`config.mk`:
```
export PLATFORM = sky130hd
export DESIGN_NAME = status_bank
export DESIGN_NICKNAME = d
export VERILOG_FILES = /design/src/hw/status_pkg.sv /design/src/hw/status_bank.sv /design/src/hw/param_parser.sv
export SDC_FILE = /design/constraint.sdc
export NUM_CORES = 1
export LEC_CHECK = 0
export BUFFER_PORTS_ARGS = -buffer_cell sky130_fd_sc_hd__buf_2
export CAP_MARGIN = 30
export CELL_PAD_IN_SITES_DETAIL_PLACEMENT = 0
export CELL_PAD_IN_SITES_GLOBAL_PLACEMENT = 1
export CORE_MARGIN = 4
export CORE_UTILIZATION = 49
export CTS_BUF_LIST = sky130_fd_sc_hd__clkbuf_2 sky130_fd_sc_hd__clkbuf_4 sky130_fd_sc_hd__clkbuf_8
export DETAILED_ROUTE_END_ITERATION = 16
export GPL_ROUTABILITY_DRIVEN = 1
export GPL_TIMING_DRIVEN = 1
export HOLD_SLACK_MARGIN = 0.02
export PLACE_DENSITY = 0.83
export SYNTH_ARGS = -nofsm -noshare
export SYNTH_HDL_FRONTEND = slang
export SYNTH_HIERARCHICAL = 1
export SYNTH_SLANG_ARGS = --single-unit
```
`constraint.sdc`:
```
create_clock -name core_clk -period 17.05 [get_ports core_clk]
set_clock_uncertainty 0.15 [all_clocks]
set_input_delay 3.41 -clock core_clk [delete_from_list [all_inputs] [get_ports core_clk]]
set_output_delay 3.41 -clock core_clk [all_outputs]
set_load 0.01 [all_outputs]
```
`src/hw/status_pkg.sv`:
```
// status structure package: widths, characters, reset values, enumerations
// assumes ascii command characters and a 16-bit status structure
package status_pkg;

  // ==========================================================================
  // widths and reset values
  localparam int          REG_W      = 16;
  localparam int          BCD_W      = 20;
  localparam logic [15:0] REG_RST    = 16'h0000;
  localparam logic [15:0] REG_MAX    = 16'hFFFF;

  // ==========================================================================
  // characters of parameters and responses
  localparam logic [7:0]  CH_HASH    = 8'h23;
  localparam logic [7:0]  CH_0       = 8'h30;
  localparam logic [7:0]  CH_9       = 8'h39;
  localparam logic [7:0]  CH_A       = 8'h41;
  localparam logic [7:0]  CH_F       = 8'h46;
  localparam logic [7:0]  CH_B       = 8'h42;
  localparam logic [7:0]  CH_H       = 8'h48;
  localparam logic [7:0]  CH_Q       = 8'h51;
  localparam logic [7:0]  CH_CASE    = 8'h20;
  localparam logic [7:0]  CH_LOW_A   = 8'h61;
  localparam logic [7:0]  CH_LOW_Z   = 8'h7A;
  localparam logic [4:0]  DIG_BAD    = 5'h1F;

  // ==========================================================================
  // response digit layout per format
  localparam logic [2:0]  DW_BIN     = 3'h1;
  localparam logic [2:0]  DW_OCT     = 3'h3;
  localparam logic [2:0]  DW_HEX     = 3'h4;
  localparam logic [4:0]  ND_BIN     = 5'h10;
  localparam logic [4:0]  ND_OCT     = 5'h06;
  localparam logic [4:0]  ND_HEX     = 5'h04;
  localparam logic [4:0]  ND_DEC     = 5'h05;
  localparam logic [1:0]  HDR_DONE   = 2'h2;

  // ==========================================================================
  // enumerations
  typedef enum logic [1:0] {FMT_ASCII, FMT_HEX, FMT_OCT, FMT_BIN} fmt_t;

  typedef enum logic [3:0] {
    CMD_CLS, CMD_STAT_PRESET, CMD_SYS_PRESET, CMD_RST, CMD_QUE_CLEAR,
    CMD_ERR_CLEAR, CMD_SET_FORMAT, CMD_WRITE, CMD_QUERY
  } cmd_t;

  typedef enum logic [3:0] {
    SEL_STD_EV, SEL_STD_EN, SEL_OPER_COND, SEL_OPER_EV, SEL_OPER_EN,
    SEL_MEAS_COND, SEL_MEAS_EV, SEL_MEAS_EN, SEL_QUES_COND, SEL_QUES_EV,
    SEL_QUES_EN
  } sel_t;

  // ==========================================================================
  // shared helpers
  function automatic logic [7:0] upcase(input logic [7:0] c);
    upcase = (c >= CH_LOW_A && c <= CH_LOW_Z) ? (c & ~CH_CASE) : c;
  endfunction

  function automatic logic [4:0] radix_base(input fmt_t f);
    case (f)
      FMT_BIN: radix_base = 5'h02;
      FMT_OCT: radix_base = 5'h08;
      FMT_HEX: radix_base = 5'h10;
      default: radix_base = 5'h0A;
    endcase
  endfunction

endpackage

```
`src/hw/status_bank.sv`:
```
// status structure register bank: event and enable registers, error queue
// count, enable-value programming and formatted register queries
// assumes a controller issuing one decoded command at a time on cmd_*,
// parameter characters on param_*, and draining responses on resp_*
//
// Behaviour
// - power-up clears all status registers; output and error queues empty
// - writing zero to an enable register clears every bit of it
// - system preset and reset commands leave registers and queues alone
// - clear-status zeroes standard, operation, measurement, questionable events
// - status preset zeroes operation, measurement, questionable enable registers
// - standard event enable changes only through its own write
// - clear-status also empties the error queue
// - status preset leaves the error queue untouched
// - queue-clear and error-clear commands both empty the error queue
// - only enable registers accept writes; others are read-only
// - sixteen bits, bit n weighs two to the n, up to 32768
// - non-decimal values carry #B, #H or #Q radix prefix
// - radix prefix letter accepted in either case
// - unprefixed numeric values are decimal
// - digits must be valid for the selected radix
// - every register readable by query, value shows set bits
// - read format selects decimal, hexadecimal, octal or binary
// - non-decimal responses carry #B, #H or #Q header
`timescale 1ns/1ns

module status_bank
  import status_pkg::*;
#(
  parameter int ERRQ_DEPTH = 10,
  parameter int ERRQ_W     = $clog2(ERRQ_DEPTH + 1)
)(
  input  wire logic              core_clk,
  input  wire logic              reset_n,
  input  wire logic              cmd_valid,
  input  wire cmd_t              cmd_code,
  input  wire sel_t              cmd_sel,
  input  wire fmt_t              cmd_fmt,
  output logic                   cmd_ready,
  input  wire logic              param_valid,
  input  wire logic [7:0]        param_char,
  input  wire logic              param_last,
  output logic                   param_ready,
  input  wire logic [REG_W-1:0]  std_set,
  input  wire logic [REG_W-1:0]  oper_set,
  input  wire logic [REG_W-1:0]  meas_set,
  input  wire logic [REG_W-1:0]  ques_set,
  input  wire logic [REG_W-1:0]  oper_cond,
  input  wire logic [REG_W-1:0]  meas_cond,
  input  wire logic [REG_W-1:0]  ques_cond,
  input  wire logic              err_push,
  input  wire logic              err_pop,
  output logic                   resp_valid,
  output logic [7:0]             resp_char,
  output logic                   resp_last,
  input  wire logic              resp_ready,
  output logic [3:0]             summary,
  output logic [ERRQ_W-1:0]      err_count,
  output logic                   cmd_error
);

  typedef enum logic [1:0] {PH_IDLE, PH_PARSE, PH_EMIT} phase_t;

  typedef struct packed {
    logic [REG_W-1:0]  std_ev;
    logic [REG_W-1:0]  oper_ev;
    logic [REG_W-1:0]  meas_ev;
    logic [REG_W-1:0]  ques_ev;
    logic [REG_W-1:0]  std_en;
    logic [REG_W-1:0]  oper_en;
    logic [REG_W-1:0]  meas_en;
    logic [REG_W-1:0]  ques_en;
    fmt_t              fmt;
    logic [ERRQ_W-1:0] err_cnt;
    phase_t            phase;
    sel_t              tgt;
    logic              got_last;
    logic [BCD_W-1:0]  shift;
    logic [4:0]        ndig;
    logic [2:0]        dw;
    logic [1:0]        hdr;
    logic [7:0]        letter;
    logic              started;
    logic              cmd_ready;
    logic              param_ready;
    logic              resp_valid;
    logic [7:0]        resp_char;
    logic              resp_last;
    logic [3:0]        summary;
    logic              cmd_error;
  } st_t;

  st_t s_q, s_d;

  logic             take;
  logic             p_start;
  logic             p_done;
  logic             p_err;
  logic [REG_W-1:0] p_value;
  logic             push_int;
  logic             clr_q;
  logic [REG_W-1:0] rd_val;
  logic [3:0]       digit;
  logic [ERRQ_W+1:0] cnt;

  // ==========================================================================
  // helpers
  function automatic logic is_enable(input sel_t sel);
    is_enable = (sel == SEL_STD_EN) || (sel == SEL_OPER_EN) ||
                (sel == SEL_MEAS_EN) || (sel == SEL_QUES_EN);
  endfunction

  function automatic logic [BCD_W-1:0] to_bcd(input logic [REG_W-1:0] v);
    logic [BCD_W-1:0] b;
    b = '0;
    for (int i = REG_W - 1; i >= 0; i--) begin
      for (int k = 0; k < 5; k++) begin
        if (b[4*k +: 4] > 4'h4) begin
          b[4*k +: 4] = 4'(b[4*k +: 4] + 4'h3);
        end
      end
      b = {b[BCD_W-2:0], v[i]};
    end
    to_bcd = b;
  endfunction

  // ==========================================================================
  // parameter parser
  param_parser u_parser (
    .core_clk   (core_clk),
    .reset_n    (reset_n),
    .start      (p_start),
    .char_valid (param_valid & s_q.param_ready),
    .char_data  (param_char),
    .char_last  (param_last),
    .done       (p_done),
    .error      (p_err),
    .value      (p_value)
  );

  assign take = cmd_valid & s_q.cmd_ready;

  // ==========================================================================
  // register read mux
  always_comb begin
    case (cmd_sel)
      SEL_STD_EV:    rd_val = s_q.std_ev;
      SEL_STD_EN:    rd_val = s_q.std_en;
      SEL_OPER_COND: rd_val = oper_cond;
      SEL_OPER_EV:   rd_val = s_q.oper_ev;
      SEL_OPER_EN:   rd_val = s_q.oper_en;
      SEL_MEAS_COND: rd_val = meas_cond;
      SEL_MEAS_EV:   rd_val = s_q.meas_ev;
      SEL_MEAS_EN:   rd_val = s_q.meas_en;
      SEL_QUES_COND: rd_val = ques_cond;
      SEL_QUES_EV:   rd_val = s_q.ques_ev;
      default:       rd_val = s_q.ques_en;
    endcase
  end

  // ==========================================================================
  // next state
  always_comb begin
    s_d           = s_q;
    s_d.cmd_error = 1'b0;
    p_start       = 1'b0;
    push_int      = 1'b0;
    clr_q         = 1'b0;
    digit         = 4'h0;
    cnt           = '0;
    case (s_q.phase)
      PH_IDLE: begin
        if (take) begin
          case (cmd_code)
            CMD_CLS: begin
              s_d.std_ev  = REG_RST;
              s_d.oper_ev = REG_RST;
              s_d.meas_ev = REG_RST;
              s_d.ques_ev = REG_RST;
              clr_q       = 1'b1;
            end
            CMD_STAT_PRESET: begin
              // standard enable and error queue kept on purpose
              s_d.oper_en = REG_RST;
              s_d.meas_en = REG_RST;
              s_d.ques_en = REG_RST;
            end
            CMD_QUE_CLEAR, CMD_ERR_CLEAR: clr_q = 1'b1;
            CMD_SET_FORMAT: s_d.fmt = cmd_fmt;
            CMD_WRITE: begin
              s_d.tgt         = cmd_sel;
              s_d.phase       = PH_PARSE;
              s_d.got_last    = 1'b0;
              s_d.param_ready = 1'b1;
              p_start         = 1'b1;
            end
            CMD_QUERY: begin
              s_d.phase   = PH_EMIT;
              s_d.started = 1'b0;
              s_d.hdr     = 2'h0;
              case (s_q.fmt)
                FMT_HEX: begin
                  s_d.shift  = {rd_val, 4'h0};
                  s_d.ndig   = ND_HEX;
                  s_d.dw     = DW_HEX;
                  s_d.letter = CH_H;
                end
                FMT_OCT: begin
                  s_d.shift  = {2'b00, rd_val, 2'b00};
                  s_d.ndig   = ND_OCT;
                  s_d.dw     = DW_OCT;
                  s_d.letter = CH_Q;
                end
                FMT_BIN: begin
                  s_d.shift  = {rd_val, 4'h0};
                  s_d.ndig   = ND_BIN;
                  s_d.dw     = DW_BIN;
                  s_d.letter = CH_B;
                end
                default: begin
                  s_d.shift  = to_bcd(rd_val);
                  s_d.ndig   = ND_DEC;
                  s_d.dw     = DW_HEX;
                  s_d.letter = CH_HASH;
                  s_d.hdr    = HDR_DONE;
                end
              endcase
              // event registers clear when read
              if (cmd_sel == SEL_STD_EV)  s_d.std_ev  = REG_RST;
              if (cmd_sel == SEL_OPER_EV) s_d.oper_ev = REG_RST;
              if (cmd_sel == SEL_MEAS_EV) s_d.meas_ev = REG_RST;
              if (cmd_sel == SEL_QUES_EV) s_d.ques_ev = REG_RST;
            end
            default: ;
          endcase
        end
      end
      PH_PARSE: begin
        if (param_valid && s_q.param_ready && param_last) begin
          s_d.got_last    = 1'b1;
          s_d.param_ready = 1'b0;
        end
        if (p_done) begin
          s_d.phase = PH_IDLE;
          if (p_err || !is_enable(s_q.tgt)) begin
            push_int      = 1'b1;
            s_d.cmd_error = 1'b1;
          end else begin
            case (s_q.tgt)
              SEL_STD_EN:  s_d.std_en  = p_value;
              SEL_OPER_EN: s_d.oper_en = p_value;
              SEL_MEAS_EN: s_d.meas_en = p_value;
              default:     s_d.ques_en = p_value;
            endcase
          end
        end
      end
      default: begin
        if (!s_q.resp_valid || resp_ready) begin
          s_d.resp_valid = 1'b0;
          if (s_q.resp_valid && s_q.resp_last) begin
            s_d.phase = PH_IDLE;
          end else if (s_q.hdr != HDR_DONE) begin
            s_d.resp_valid = 1'b1;
            s_d.resp_last  = 1'b0;
            s_d.resp_char  = (s_q.hdr == 2'h0) ? CH_HASH : s_q.letter;
            s_d.hdr        = 2'(s_q.hdr + 2'h1);
          end else begin
            case (s_q.dw)
              DW_BIN:  digit = {3'b000, s_q.shift[BCD_W-1]};
              DW_OCT:  digit = {1'b0, s_q.shift[BCD_W-1 -: 3]};
              default: digit = s_q.shift[BCD_W-1 -: 4];
            endcase
            // leading zeros dropped, a lone zero still sent
            if (digit != 4'h0 || s_q.started || s_q.ndig == 5'h01) begin
              s_d.resp_valid = 1'b1;
              s_d.resp_last  = (s_q.ndig == 5'h01);
              s_d.resp_char  = (digit < 4'hA) ? (CH_0 + 8'(digit)) :
                                                (CH_A + 8'(digit) - 8'h0A);
            end
            s_d.started = s_q.started | (digit != 4'h0);
            s_d.shift   = s_q.shift << s_q.dw;
            s_d.ndig    = 5'(s_q.ndig - 5'h01);
          end
        end
      end
    endcase
    // hardware sets win over every clear above
    s_d.std_ev  = s_d.std_ev | std_set;
    s_d.oper_ev = s_d.oper_ev | oper_set;
    s_d.meas_ev = s_d.meas_ev | meas_set;
    s_d.ques_ev = s_d.ques_ev | ques_set;
    cnt = (clr_q ? '0 : (ERRQ_W+2)'(s_q.err_cnt));
    if (err_pop && cnt != '0 && !clr_q) begin
      cnt = (ERRQ_W+2)'(cnt - 1'b1);
    end
    cnt = (ERRQ_W+2)'(cnt + err_push + push_int);
    s_d.err_cnt = (cnt > (ERRQ_W+2)'(ERRQ_DEPTH)) ? ERRQ_W'(ERRQ_DEPTH) :
                                                     cnt[ERRQ_W-1:0];
    s_d.summary = {|(s_d.ques_ev & s_d.ques_en), |(s_d.meas_ev & s_d.meas_en),
                   |(s_d.oper_ev & s_d.oper_en), |(s_d.std_ev & s_d.std_en)};
    s_d.cmd_ready = (s_d.phase == PH_IDLE);
  end

  // power-up clears everything and selects decimal responses
  always_ff @(posedge core_clk or negedge reset_n) begin
    if (!reset_n) begin
      s_q <= '0;
    end else begin
      s_q <= s_d;
    end
  end

  assign cmd_ready   = s_q.cmd_ready;
  assign param_ready = s_q.param_ready;
  assign resp_valid  = s_q.resp_valid;
  assign resp_char   = s_q.resp_char;
  assign resp_last   = s_q.resp_last;
  assign summary     = s_q.summary;
  assign err_count   = s_q.err_cnt;
  assign cmd_error   = s_q.cmd_error;
endmodule // status_bank

```
`src/hw/param_parser.sv`:
```
// enable-value parser: turns a character stream into a 16-bit value
// assumes characters arrive one per cycle, the last one flagged
`timescale 1ns/1ns

module param_parser
  import status_pkg::*;
(
  input  wire logic        core_clk,
  input  wire logic        reset_n,
  input  wire logic        start,
  input  wire logic        char_valid,
  input  wire logic [7:0]  char_data,
  input  wire logic        char_last,
  output logic             done,
  output logic             error,
  output logic [REG_W-1:0] value
);

  typedef enum logic [1:0] {P_FIRST, P_LETTER, P_DIGITS} pos_t;

  typedef struct packed {
    pos_t             pos;
    fmt_t             radix;
    logic [REG_W-1:0] acc;
    logic             seen;
    logic             err;
    logic             done;
    logic             error;
    logic [REG_W-1:0] value;
  } pst_t;

  pst_t s_q, s_d;
  logic [7:0]  c;
  logic [4:0]  dval;
  logic [23:0] grown;
  logic        do_digit;

  // ==========================================================================
  // next state
  always_comb begin
    s_d      = s_q;
    s_d.done = 1'b0;
    c        = upcase(char_data);
    dval     = DIG_BAD;
    grown    = 24'h000000;
    do_digit = 1'b0;
    if (start) begin
      s_d = '0;
    end else if (char_valid) begin
      case (s_q.pos)
        P_FIRST: begin
          s_d.pos = P_DIGITS;
          if (c == CH_HASH) begin
            s_d.pos = P_LETTER;
          end else begin
            s_d.radix = FMT_ASCII;
            do_digit  = 1'b1;
          end
        end
        P_LETTER: begin
          s_d.pos = P_DIGITS;
          if (c == CH_B) begin
            s_d.radix = FMT_BIN;
          end else if (c == CH_H) begin
            s_d.radix = FMT_HEX;
          end else if (c == CH_Q) begin
            s_d.radix = FMT_OCT;
          end else begin
            s_d.err = 1'b1;
          end
        end
        default: do_digit = 1'b1;
      endcase
      if (do_digit) begin
        if (c >= CH_0 && c <= CH_9) begin
          dval = 5'(c - CH_0);
        end else if (c >= CH_A && c <= CH_F) begin
          dval = 5'(c - CH_A + 8'h0A);
        end
        grown = 24'(s_q.acc) * 24'(radix_base(s_d.radix)) + 24'(dval);
        if (dval >= radix_base(s_d.radix)) begin
          s_d.err = 1'b1;
        end else if (grown > 24'(REG_MAX)) begin
          s_d.err = 1'b1;
        end else begin
          s_d.acc  = grown[REG_W-1:0];
          s_d.seen = 1'b1;
        end
      end
      if (char_last) begin
        s_d.done  = 1'b1;
        s_d.error = s_d.err | ~s_d.seen;
        s_d.value = s_d.acc;
      end
    end
  end

  always_ff @(posedge core_clk or negedge reset_n) begin
    if (!reset_n) begin
      s_q <= '0;
    end else begin
      s_q <= s_d;
    end
  end

  assign done  = s_q.done;
  assign error = s_q.error;
  assign value = s_q.value;
endmodule // param_parser

```
* Yosys cells after proc, flatten, opt, wreduce, memory -nomap -nowiden *
Cells that the tools add are included.

cells by class
  multipliers = 1
  reduce and logical (&&, ||, !) cells = 51
  divide/modulo/power cells = 0
  bitwise gates (word level) = 16
  $add $sub $neg = 47
  shift-type cells = 1
  multiplexer cells = 259
  equal/unequal tests = 41
  $lt $le $gt $ge = 45

operators by type and width
  operator                                                                          number
  4-bit 2-to-1 mux                                                                  162
  64-bit 2-to-1 mux                                                                 4
  16-bit case mux with 10 select lines                                              1
  16-bit 2-to-1 mux                                                                 9
  64-bit case mux with 2 select lines                                               1
  4-bit by 2-bit adder with 4-bit output (second input constant)                    30
  4-bit by 3-bit greater-than comparator with 1-bit output (second input constant)  30
  48-bit case mux with 2 select lines                                               1
  28-bit case mux with 3 select lines                                               1
  40-bit 2-to-1 mux                                                                 2
  25-bit 2-to-1 mux                                                                 3
  18-bit 2-to-1 mux                                                                 4
  16-bit bitwise AND                                                                4
  16-bit OR                                                                         4
  16-bit OR reduction                                                               4
  50-bit 2-to-1 mux                                                                 1
  25-bit case mux with 2 select lines                                               1
  48-bit 2-to-1 mux                                                                 1
  46-bit 2-to-1 mux                                                                 1
  5-bit 2-to-1 mux                                                                  9
  4-bit by 3-bit equality test with 1-bit output (second input constant)            10
  39-bit 2-to-1 mux                                                                 1
  17-bit 2-to-1 mux                                                                 2
  10-bit 2-to-1 mux                                                                 3
  63 further kinds                                                                  172

word-level totals
  memory bits (writable) = 0
  flip-flop bits (word level) = 236
  bits in latches = 0
  input port bits = 138
  memories = 0
  ROM bits = 0

* Logic depth before layout (Yosys ltp) *
Gate-level depths: netlist of the first run.

  depth in word-level cells = 81
  depth in mapped cells = 86
  mapped depth without buffers = 78

* Hierarchy *
The synthesis of the first run kept the hierarchy.

modules (own cells, without submodules)
  module        area an instance (um2)  instances  cells an instance  sequential area each (um2)
  status_bank   16075.4                 1          1850               4804.6
  param_parser  4483.0                  1          507                1001.0

* Worst setup path before layout of the first run *
Ideal clock, no wire load.

  path kind = input port to flip-flop
  start point = in cmd_sel[3]
  end point = reg s_q[52] in the netlist's numbering
  slack = -1129 ps
  required time = 16816 ps
  stages = 78
  library setup time = 84 ps
  arrival = 17945 ps
  buffers on the path = 9
  cells stage by stage = buf_4 buf_4 buf_2 clkbuf_1 nor4_1 clkbuf_1 a22oi_1 nand2_1 a221oi_1 nand4_1 o21ai_0 inv_1 ha_1 buf_2 xnor2_2 inv_2 ha_1 inv_1 [... 42 more ...] ha_1 clkbuf_1 o211ai_1 xnor2_1 ha_1 inv_1 and3_1 nor2_1 ha_1 inv_1 nor3_1 a221o_1 nor4b_1 or2_2 inv_1 ha_1 or4_1 a41oi_2

on the way
  word-level cells in the longest chain between the ends = 80
  elaborated cells between the ends (all ways) = 207

ends and longest elaborated chain
  element                                                                                                                    RTL line                                source
  start: declaration                                                                                                         status_bank.sv:37                       input wire sel_t cmd_sel,
  4-bit equality test, or another cell as far along                                                                          status_bank.sv:146                      case (cmd_sel)
  16-bit case mux with 10 select lines (*)                                                                                   status_bank.sv:146
  3-bit by 2-bit adder with 4-bit output / 3-bit greater-than comparator (equally long branches)                             status_bank.sv:119, status_bank.sv:118
  4-bit 2-to-1 mux                                                                                                           status_bank.sv:118                      if (b[4*k +: 4] > 4'h4) begin
  4-bit 2-to-1 mux                                                                                                           status_bank.sv:201                      case (s_q.fmt)
  4-bit 2-to-1 mux                                                                                                           status_bank.sv:174                      case (cmd_code)
  4-bit 2-to-1 mux                                                                                                           status_bank.sv:173                      if (take) begin
  4-bit 2-to-1 mux                                                                                                           status_bank.sv:171                      case (s_q.phase)
  [... 64 more ...]                                                                                                          -
  4-bit 2-to-1 mux                                                                                                           status_bank.sv:173
  4-bit 2-to-1 mux                                                                                                           status_bank.sv:171
  4-bit by 2-bit adder with 4-bit output / 4-bit by 3-bit greater-than comparator with 1-bit output (equally long branches)  status_bank.sv:119, status_bank.sv:118
  4-bit 2-to-1 mux                                                                                                           status_bank.sv:118
  28-bit case mux with 3 select lines (*)                                                                                    status_bank.sv:201
  39-bit 2-to-1 mux (*)                                                                                                      status_bank.sv:174
  46-bit 2-to-1 mux (*)                                                                                                      status_bank.sv:173
  25-bit case mux with 2 select lines (*)                                                                                    status_bank.sv:171
  end signal: assignment                                                                                                     status_bank.sv:308                      s_q <= '0;
  end signal: assignment                                                                                                     status_bank.sv:310                      s_q <= s_d;
  end: declaration                                                                                                           status_bank.sv:93                       st_t s_q, s_d;

Mark *: on every way between the ends. The rest lies on a longest branch, timed or not. The select of a mux whose other input is x is not followed.
A chain may end at the register's enable or synchronous reset.

* Worst setup path after layout of the first run *
  start point = in cmd_sel[1]
  end point = reg s_q[40] in the netlist's numbering

on the way
  word-level cells in the longest chain between the ends = 80
  elaborated cells between the ends (all ways) = 102

ends and longest elaborated chain
  element                                                                                                                    RTL line
  4-bit equality test, or another cell as far along                                                                          status_bank.sv:146
  16-bit case mux with 10 select lines (*)                                                                                   status_bank.sv:146
  3-bit by 2-bit adder with 4-bit output / 3-bit greater-than comparator (equally long branches)                             status_bank.sv:119, status_bank.sv:118
  4-bit 2-to-1 mux                                                                                                           status_bank.sv:118
  4-bit 2-to-1 mux                                                                                                           status_bank.sv:201
  4-bit 2-to-1 mux                                                                                                           status_bank.sv:174
  4-bit 2-to-1 mux                                                                                                           status_bank.sv:173
  4-bit 2-to-1 mux                                                                                                           status_bank.sv:171
  [... 64 more ...]                                                                                                          -
  4-bit 2-to-1 mux                                                                                                           status_bank.sv:173
  4-bit 2-to-1 mux                                                                                                           status_bank.sv:171
  4-bit by 2-bit adder with 4-bit output / 4-bit by 3-bit greater-than comparator with 1-bit output (equally long branches)  status_bank.sv:119, status_bank.sv:118
  4-bit 2-to-1 mux                                                                                                           status_bank.sv:118
  28-bit case mux with 3 select lines (*)                                                                                    status_bank.sv:201
  39-bit 2-to-1 mux (*)                                                                                                      status_bank.sv:174
  46-bit 2-to-1 mux (*)                                                                                                      status_bank.sv:173
  25-bit case mux with 2 select lines (*)                                                                                    status_bank.sv:171

Marks and branches as above.

==> reports/metrics.csv, run 1 <==
stage,metric,value,unit
clock_network,cts-root-buf,clkbuf_8,
worst_setup_path,crit_required,17.33,ns
detailed_routing,drt-total-wl,70900,um
worst_hold_path,hold_class,reg -> reg,
sta,hold_viol,0,
worst_setup_path,cp_top_family,simple AND/OR/NAND/NOR gates,
worst_setup_path,cp_slowest_cell,or3b_1,
sta,fin_crit_sh,0.961,
run,drv_cap,0,
placement,place_area,22000,um2
detailed_routing,drt_iter0_markers,2197,
final_layout,syn_to_final_growth,13.0,%
placement,globalplace.congestion,0.946,
final_layout,fillCellCount,3769,
worst_setup_path,crit_path_start_kind,input pin,
worst_setup_path,worstSetupEndpointType,flop,
worst_setup_path,critPathArrivalTime,16.65,ns
detailed_routing,via_per_inst,6.70,
global_routing,grt_pass1_vias,19059,
synth,yosysWarnings,6,
worst_setup_path,path_class,in -> reg,
clock_network,cts_tree,yes,
worst_setup_path,path_buf_inv,10,
clock_network,cts.clk_slew.worst_paths,0.07,ns
synth,syn_inst,2357,
floorplanning,num_rows,74,
floorplanning,die_w,213,um
floorplanning,start_util,0.500,
synth,synth_seq_cells,232,
sta,fin_crit,16.38,ns
clock_network,numCtsBuffers,40,
sta,max-slew-margin-rel,0.299,
synth,yosysTopAreaCell,dfrtp_1,
final_layout,final_cell_area,23200,um2
worst_setup_path,path_common_cell,ha_2,
global_routing,grt_max_degree,88,
global_routing,grt_pass1_wl,108000,um
clock_network,clock_latency,0.57,ns
detailed_routing,post_drt_wl_per_cell,23.2,um
synth,seq_area_frac_synth,0.282,
placement,dp_worst_setup_slack,-0.536,ns
sta,fin_ws,0.671,ns
global_routing,grt.overflow.total,0,
global_routing,antenna_found_initial,3,
outcome,status,"finished, final reports clean",
detailed_routing,firstDrtPassIters,5,
floorplanning,fp.dieH,213,um
synth,synth_cell_types,130,
detailed_routing,ant_nets,0,
sta,drv_slew,0,
clock_network,clock_sinks,232,
floorplanning,core-area,41100,um2
synth,synth-edff-count,0,
worst_setup_path,critical_path.max_stage_delay,0.41,ns
sta,worstMarginPinSlew,1.04,ns
floorplanning,pin_count,159,
final_layout,final_common_cell,dfrtp_1,
clock_network,clk_path_buf_depth,3,
detailed_routing,drc,0,
final_layout,final_layout_size_suffix_gt1_frac,0.208,
sta,tns,0,ns
worst_setup_path,cp_max_fo,31,
global_routing,grt_use_total,0.299,
synth,ys_async_sr_fraction,1.00,
final_layout,mostFrequentLayoutCells,"dfrtp_1 (232), nor2_1 (165), nand2_1 (155), buf_2 (152), a21oi_1 (108)",
placement,port_buffers,157,
sta,fmax,0.0611,GHz
floorplanning,dieArea,45300,um2
synth,syn_area_per_cell,8.72,um2
synth,netlist.area_leader.share,0.282,
final_layout,finish.utilization,0.565,
synth,syn_nets,2632,
sta,setup_violations,0,
synth,synth_flop_cell,dfrtp_1,
clock_network,cts_max_level,2,
final_layout,fin_nets,2764,
detailed_routing,vias,20434,
synth,synth_area_leaders,"dfrtp_1 (28%), ha_1 (7.3%), a21o_1 (3.1%)",
placement,hpwl,54000,um
synth,netlist_area,20600,um2
## cell usage after synthesis (17+ instances only)
master	n
dfrtp_1	232
nor2_1	166
nand2_1	155
ha_1	120
a21oi_1	114
o21ai_0	97
a21o_1	84
clkbuf_1	83
inv_1	81
a22oi_1	74
nand3_1	70
a22o_1	58
nor3_1	55
and2_1	54
nand4_1	50
mux2_2	49
mux2i_1	43
buf_4	37
nor2b_1	37
nor4_1	34
a211oi_1	33
buf_2	30
o22ai_1	29
a31oi_1	27
o211ai_1	24
o21ai_1	24
a221oi_1	23
o31ai_1	23
and3_1	21
xnor2_1	21
nand2b_1	18
fa_1	17
or2_2	17
## final timing paths
| check | startpoint | endpoint | slack, ns | depth (start not counted) |
|---|---|---|---|---|
| max in group asynchronous | reset_n | s_q[133]$_DFF_PN0_ | 11.75 | 3 |
| min in group asynchronous | reset_n | err_count[3]$_DFF_PN0_ | 2.73 | 1 |
| worst max register to register | s_q[131]$_DFF_PN0_ | s_q[40]$_DFFE_PN0P_ | 3.30 | 73 |
| worst min register to register | s_q[18]$_DFFE_PN0P_ | s_q[18]$_DFFE_PN0P_ | 0.32 | 2 |
| worst max-delay path | cmd_sel[1] | s_q[40]$_DFFE_PN0P_ | 0.67 | 74 |
| worst min-delay path | s_q[18]$_DFFE_PN0P_ | s_q[18]$_DFFE_PN0P_ | 0.32 | 2 |
## worst reg2reg max path, delay by kind of cell (launching register included)
family	cells	cell delay, ns
xor+xnor	5	1.00
flops	1	0.41
buf+inv	9	0.84
simple gates	20	3.98
mux	3	0.74
compound gates	23	3.61
fa+ha+maj	13	2.84
## flip-flops by register name (all words and copies together) (netlist names)
register and count:
cmd_error 1, cmd_ready 1, err_count 4, param_ready 1, resp_char 7, resp_last 1, resp_valid 1, s_q 172
summary 4, u_parser/done 1, u_parser/error 1, u_parser/s_q 22, u_parser/value 16
## through the flow
stage / std cells / hold WS (ns)
after floorplan: 2357 / 0.288
after global placement: 2960 / 0.302
after detailed placement: 2963 / 0.307
after CTS: 3034 / 0.319
after global routing: 3052 / 0.356
final: 3052 / 0.315
## kinds of logic after synthesis
logic type / synth area share
XOR/XNOR: 0.0184
AO/OA/AOI/OAI: 0.290
other: 0.000182
buffers and inverters: 0.0575
AND/OR/NAND/NOR: 0.204
multiplexers: 0.0576
adder cells (fa/ha/maj): 0.0896
flip-flops: 0.282
## final cells by class
| class | count | area [um2] | share of cell area |
|---|---|---|---|
| Clock inverter | 13 | 159 | 0.00684 |
| Inverter | 88 | 330 | 0.0142 |
| Sequential cell | 232 | 5810 | 0.250 |
| Multi-Input combinational cell | 1873 | 14000 | 0.601 |
| Tap cell | 532 | 666 | 0.0287 |
| Clock buffer | 58 | 729 | 0.0314 |
| Antenna cell | 2 | 5.00 | 0.000216 |
| Timing Repair Buffer | 254 | 1570 | 0.0677 |
## per-layer routing
metal	wire, um	part of all wire	GRT usage
met1	31700	0.45	0.447
met2	30100	0.42	0.435
met3	7250	0.10	0.0696
met4	1860	0.026	0.0813
met5	12	0.00017	0
## repair_timing
action,CTS,global route
buffers inserted,0,16
resized for setup,0,48
hold buffers,0,0
setup endpoints to repair,0,16
Power of run 1 is not shown: default switching activity piles up to over one toggle a cycle in this logic, so the estimate is an artifact.
==> run 2: changes to the inputs <==
--- a/config.mk
+++ b/config.mk
@@ -17,6 +17,7 @@
 export GPL_TIMING_DRIVEN = 1
 export HOLD_SLACK_MARGIN = 0.02
 export PLACE_DENSITY = 0.83
+export RECOVER_POWER = 100
 export SYNTH_ARGS = -nofsm -noshare
 export SYNTH_HDL_FRONTEND = slang
 export SYNTH_HIERARCHICAL = 1
==> run 2 against run 1 <==
  * Flip-flop and latch count stayed put
  * Wire length is 0.13% lower
  * Via count is 0.11% lower
  * Non-clock buffer count stayed put
  * Highest routed layer unchanged
  * Largest cell class unchanged
  * Clock-buffer cell count stayed put
  * The flow now finishes with violations (max-capacitance violations, max-slew violations)
  * Cell area is 0.48% lower
  * Fmax hardly changed
  * Critical endpoint unchanged
  * Worst hold slack better by 0.0031 ns
==> reports/metrics.csv, run 2 (synthesized netlist as in run 1, its figures left out) <==
stage,metric,value,unit,change
clock_network,clock_sinks,232,,unchanged
floorplanning,start_util,0.500,,unchanged
final_layout,fin_nets,2764,,unchanged
floorplanning,num_rows,74,,unchanged
sta,worstMarginPinSlew,4.94,ns,was 1.04 ns
detailed_routing,vias,20411,,was 20434
sta,setup_violations,0,,unchanged
final_layout,syn_to_final_growth,12.4,%,was 13.0%
global_routing,grt.overflow.total,0,,unchanged
floorplanning,dieArea,45300,um2,unchanged
worst_setup_path,path_class,in -> reg,,unchanged
global_routing,grt_pass1_vias,19059,,unchanged
sta,drv_slew,292,,was 0
final_layout,finish.utilization,0.562,,was 0.565
global_routing,grt_pass1_wl,108000,um,unchanged
clock_network,cts.clk_slew.worst_paths,0.07,ns,about the same
worst_setup_path,path_buf_inv,10,,unchanged
outcome,status,"finished, violations left",,"was finished, final reports clean"
sta,hold_viol,0,,unchanged
final_layout,mostFrequentLayoutCells,"dfrtp_1 (232), nor2_1 (165), nand2_1 (155), buf_2 (128), a21oi_1 (108)",,"was dfrtp_1 (232), nor2_1 (165), nand2_1 (155), buf_2 (152), a21oi_1 (108)"
worst_setup_path,crit_required,17.32,ns,was 17.33 ns
worst_setup_path,crit_path_start_kind,input pin,,unchanged
floorplanning,fp.dieH,213,um,unchanged
worst_hold_path,hold_class,reg -> reg,,unchanged
sta,fmax,0.0610,GHz,was 0.0611 GHz
floorplanning,core-area,41100,um2,unchanged
detailed_routing,post_drt_wl_per_cell,23.2,um,about the same
clock_network,clock_latency,0.57,ns,about the same
worst_setup_path,path_common_cell,ha_2,,unchanged
final_layout,fillCellCount,3794,,was 3769
sta,max-slew-margin-rel,-2.30,,was 0.299
clock_network,clk_path_buf_depth,3,,unchanged
global_routing,antenna_found_initial,3,,unchanged
worst_setup_path,cp_slowest_cell,or3b_1,,unchanged
detailed_routing,ant_nets,0,,unchanged
worst_setup_path,worstSetupEndpointType,flop,,unchanged
floorplanning,die_w,213,um,unchanged
clock_network,cts_max_level,2,,unchanged
detailed_routing,drt-total-wl,70800,um,was 70900 um
outcome,violations,"max-capacitance violations, max-slew violations",,
worst_setup_path,cp_top_family,simple AND/OR/NAND/NOR gates,,unchanged
final_layout,largest_reg_flops,172,,unchanged
final_layout,top_register,s_q,,unchanged
final_layout,final_common_cell,dfrtp_1,,unchanged
detailed_routing,via_per_inst,6.69,,was 6.70
worst_setup_path,critical_path.max_stage_delay,0.41,ns,about the same
clock_network,numCtsBuffers,40,,unchanged
placement,globalplace.congestion,0.946,,unchanged
clock_network,cts-root-buf,clkbuf_8,,unchanged
global_routing,grt_max_degree,88,,unchanged
sta,fin_crit_sh,0.961,,about the same
worst_setup_path,critPathArrivalTime,16.67,ns,was 16.65 ns
run,drv_cap,4,,was 0
placement,hpwl,54000,um,unchanged
final_layout,final_layout_size_suffix_gt1_frac,0.188,,was 0.208
global_routing,grt_use_total,0.299,,unchanged
floorplanning,pin_count,159,,unchanged
clock_network,cts_tree,yes,,unchanged
detailed_routing,drt_iter0_markers,2217,,was 2197
worst_setup_path,cp_max_fo,31,,unchanged
detailed_routing,firstDrtPassIters,6,,was 5
detailed_routing,drc,0,,unchanged
placement,port_buffers,157,,unchanged
clock_network,hold_buffers,0,,unchanged
sta,fin_crit,16.39,ns,was 16.38 ns
run 2: cell types whose count changed in the layout (fill, tap and decap cells not counted), moves of 6 or more:
cell and delta:
clkbuf_1 +37, buf_2 -24, mux2_1 +12, mux2_2 -12, buf_4 -11, o21ai_0 +6, o21ai_1 -6
run 2: final timing paths:
kind,cells after the start,end,slack [ns],startpoint
min in group asynchronous,1,err_count[3]$_DFF_PN0_,4.50,reset_n
max reg2reg,73,s_q[40]$_DFFE_PN0P_,3.29,s_q[131]$_DFF_PN0_
max,74,s_q[40]$_DFFE_PN0P_,0.66,cmd_sel[1]
max in group asynchronous,3,s_q[32]$_DFFE_PN0P_,4.00,reset_n
min,2,s_q[18]$_DFFE_PN0P_,0.32,s_q[18]$_DFFE_PN0P_
min reg2reg,2,s_q[18]$_DFFE_PN0P_,0.32,s_q[18]$_DFFE_PN0P_
run 2: metal layers:
layer | up-vias | routed length (um) | track usage
li1 | 9286 | - | -
met1 | 9969 | 31800 | 0.447
met2 | 1034 | 30100 | 0.435
met3 | 120 | 7070 | 0.0696
met4 | 2 | 1860 | 0.0813
met5 | - | 12 | 0
run 2: metrics by stage:
step                      std cells  hold WS [ns]  area, um2  worst slack [ns]  setup TNS (ns)
final                          3052         0.318      23100             0.657               0
after global routing           3052         0.356      23100           -0.0544         -0.0672
after CTS                      3034         0.319      22900            0.0311               0
after detailed placement       2963         0.307      22000            -0.536           -6.16
after global placement         2960         0.302      21900           -0.0604          -0.120
after floorplan                2357         0.288      20700           0.00503               0
run 2: what timing repair did:
item                       in CTS  in global routing
setup buffers                   0                 16
setup endpoints to repair       0                 16
hold endpoints to repair        0                  0
resized for setup               0                 48
run 2: worst reg2reg max path, delay by kind of cell, from the launching register on:
| family | cells | cell delay, ns |
|---|---|---|
| compound gates | 23 | 3.64 |
| xor+xnor | 5 | 1.00 |
| fa+ha+maj | 13 | 2.84 |
| buf+inv | 9 | 0.84 |
| flops | 1 | 0.41 |
| mux | 3 | 0.74 |
| simple gates | 20 | 3.96 |
run 2: area by class of cell:
class	instances	area, um2	share of cell area
repair buffers	254	1480	0.0642
flip-flops and latches	232	5810	0.251
clock inverters	13	159	0.00688
clock buffers	58	729	0.0316
multi-input cells	1873	13900	0.603
inverters	88	330	0.0143
well taps	532	666	0.0288
diodes	2	5.00	0.000217
Power of run 2 is left out for the same reason.
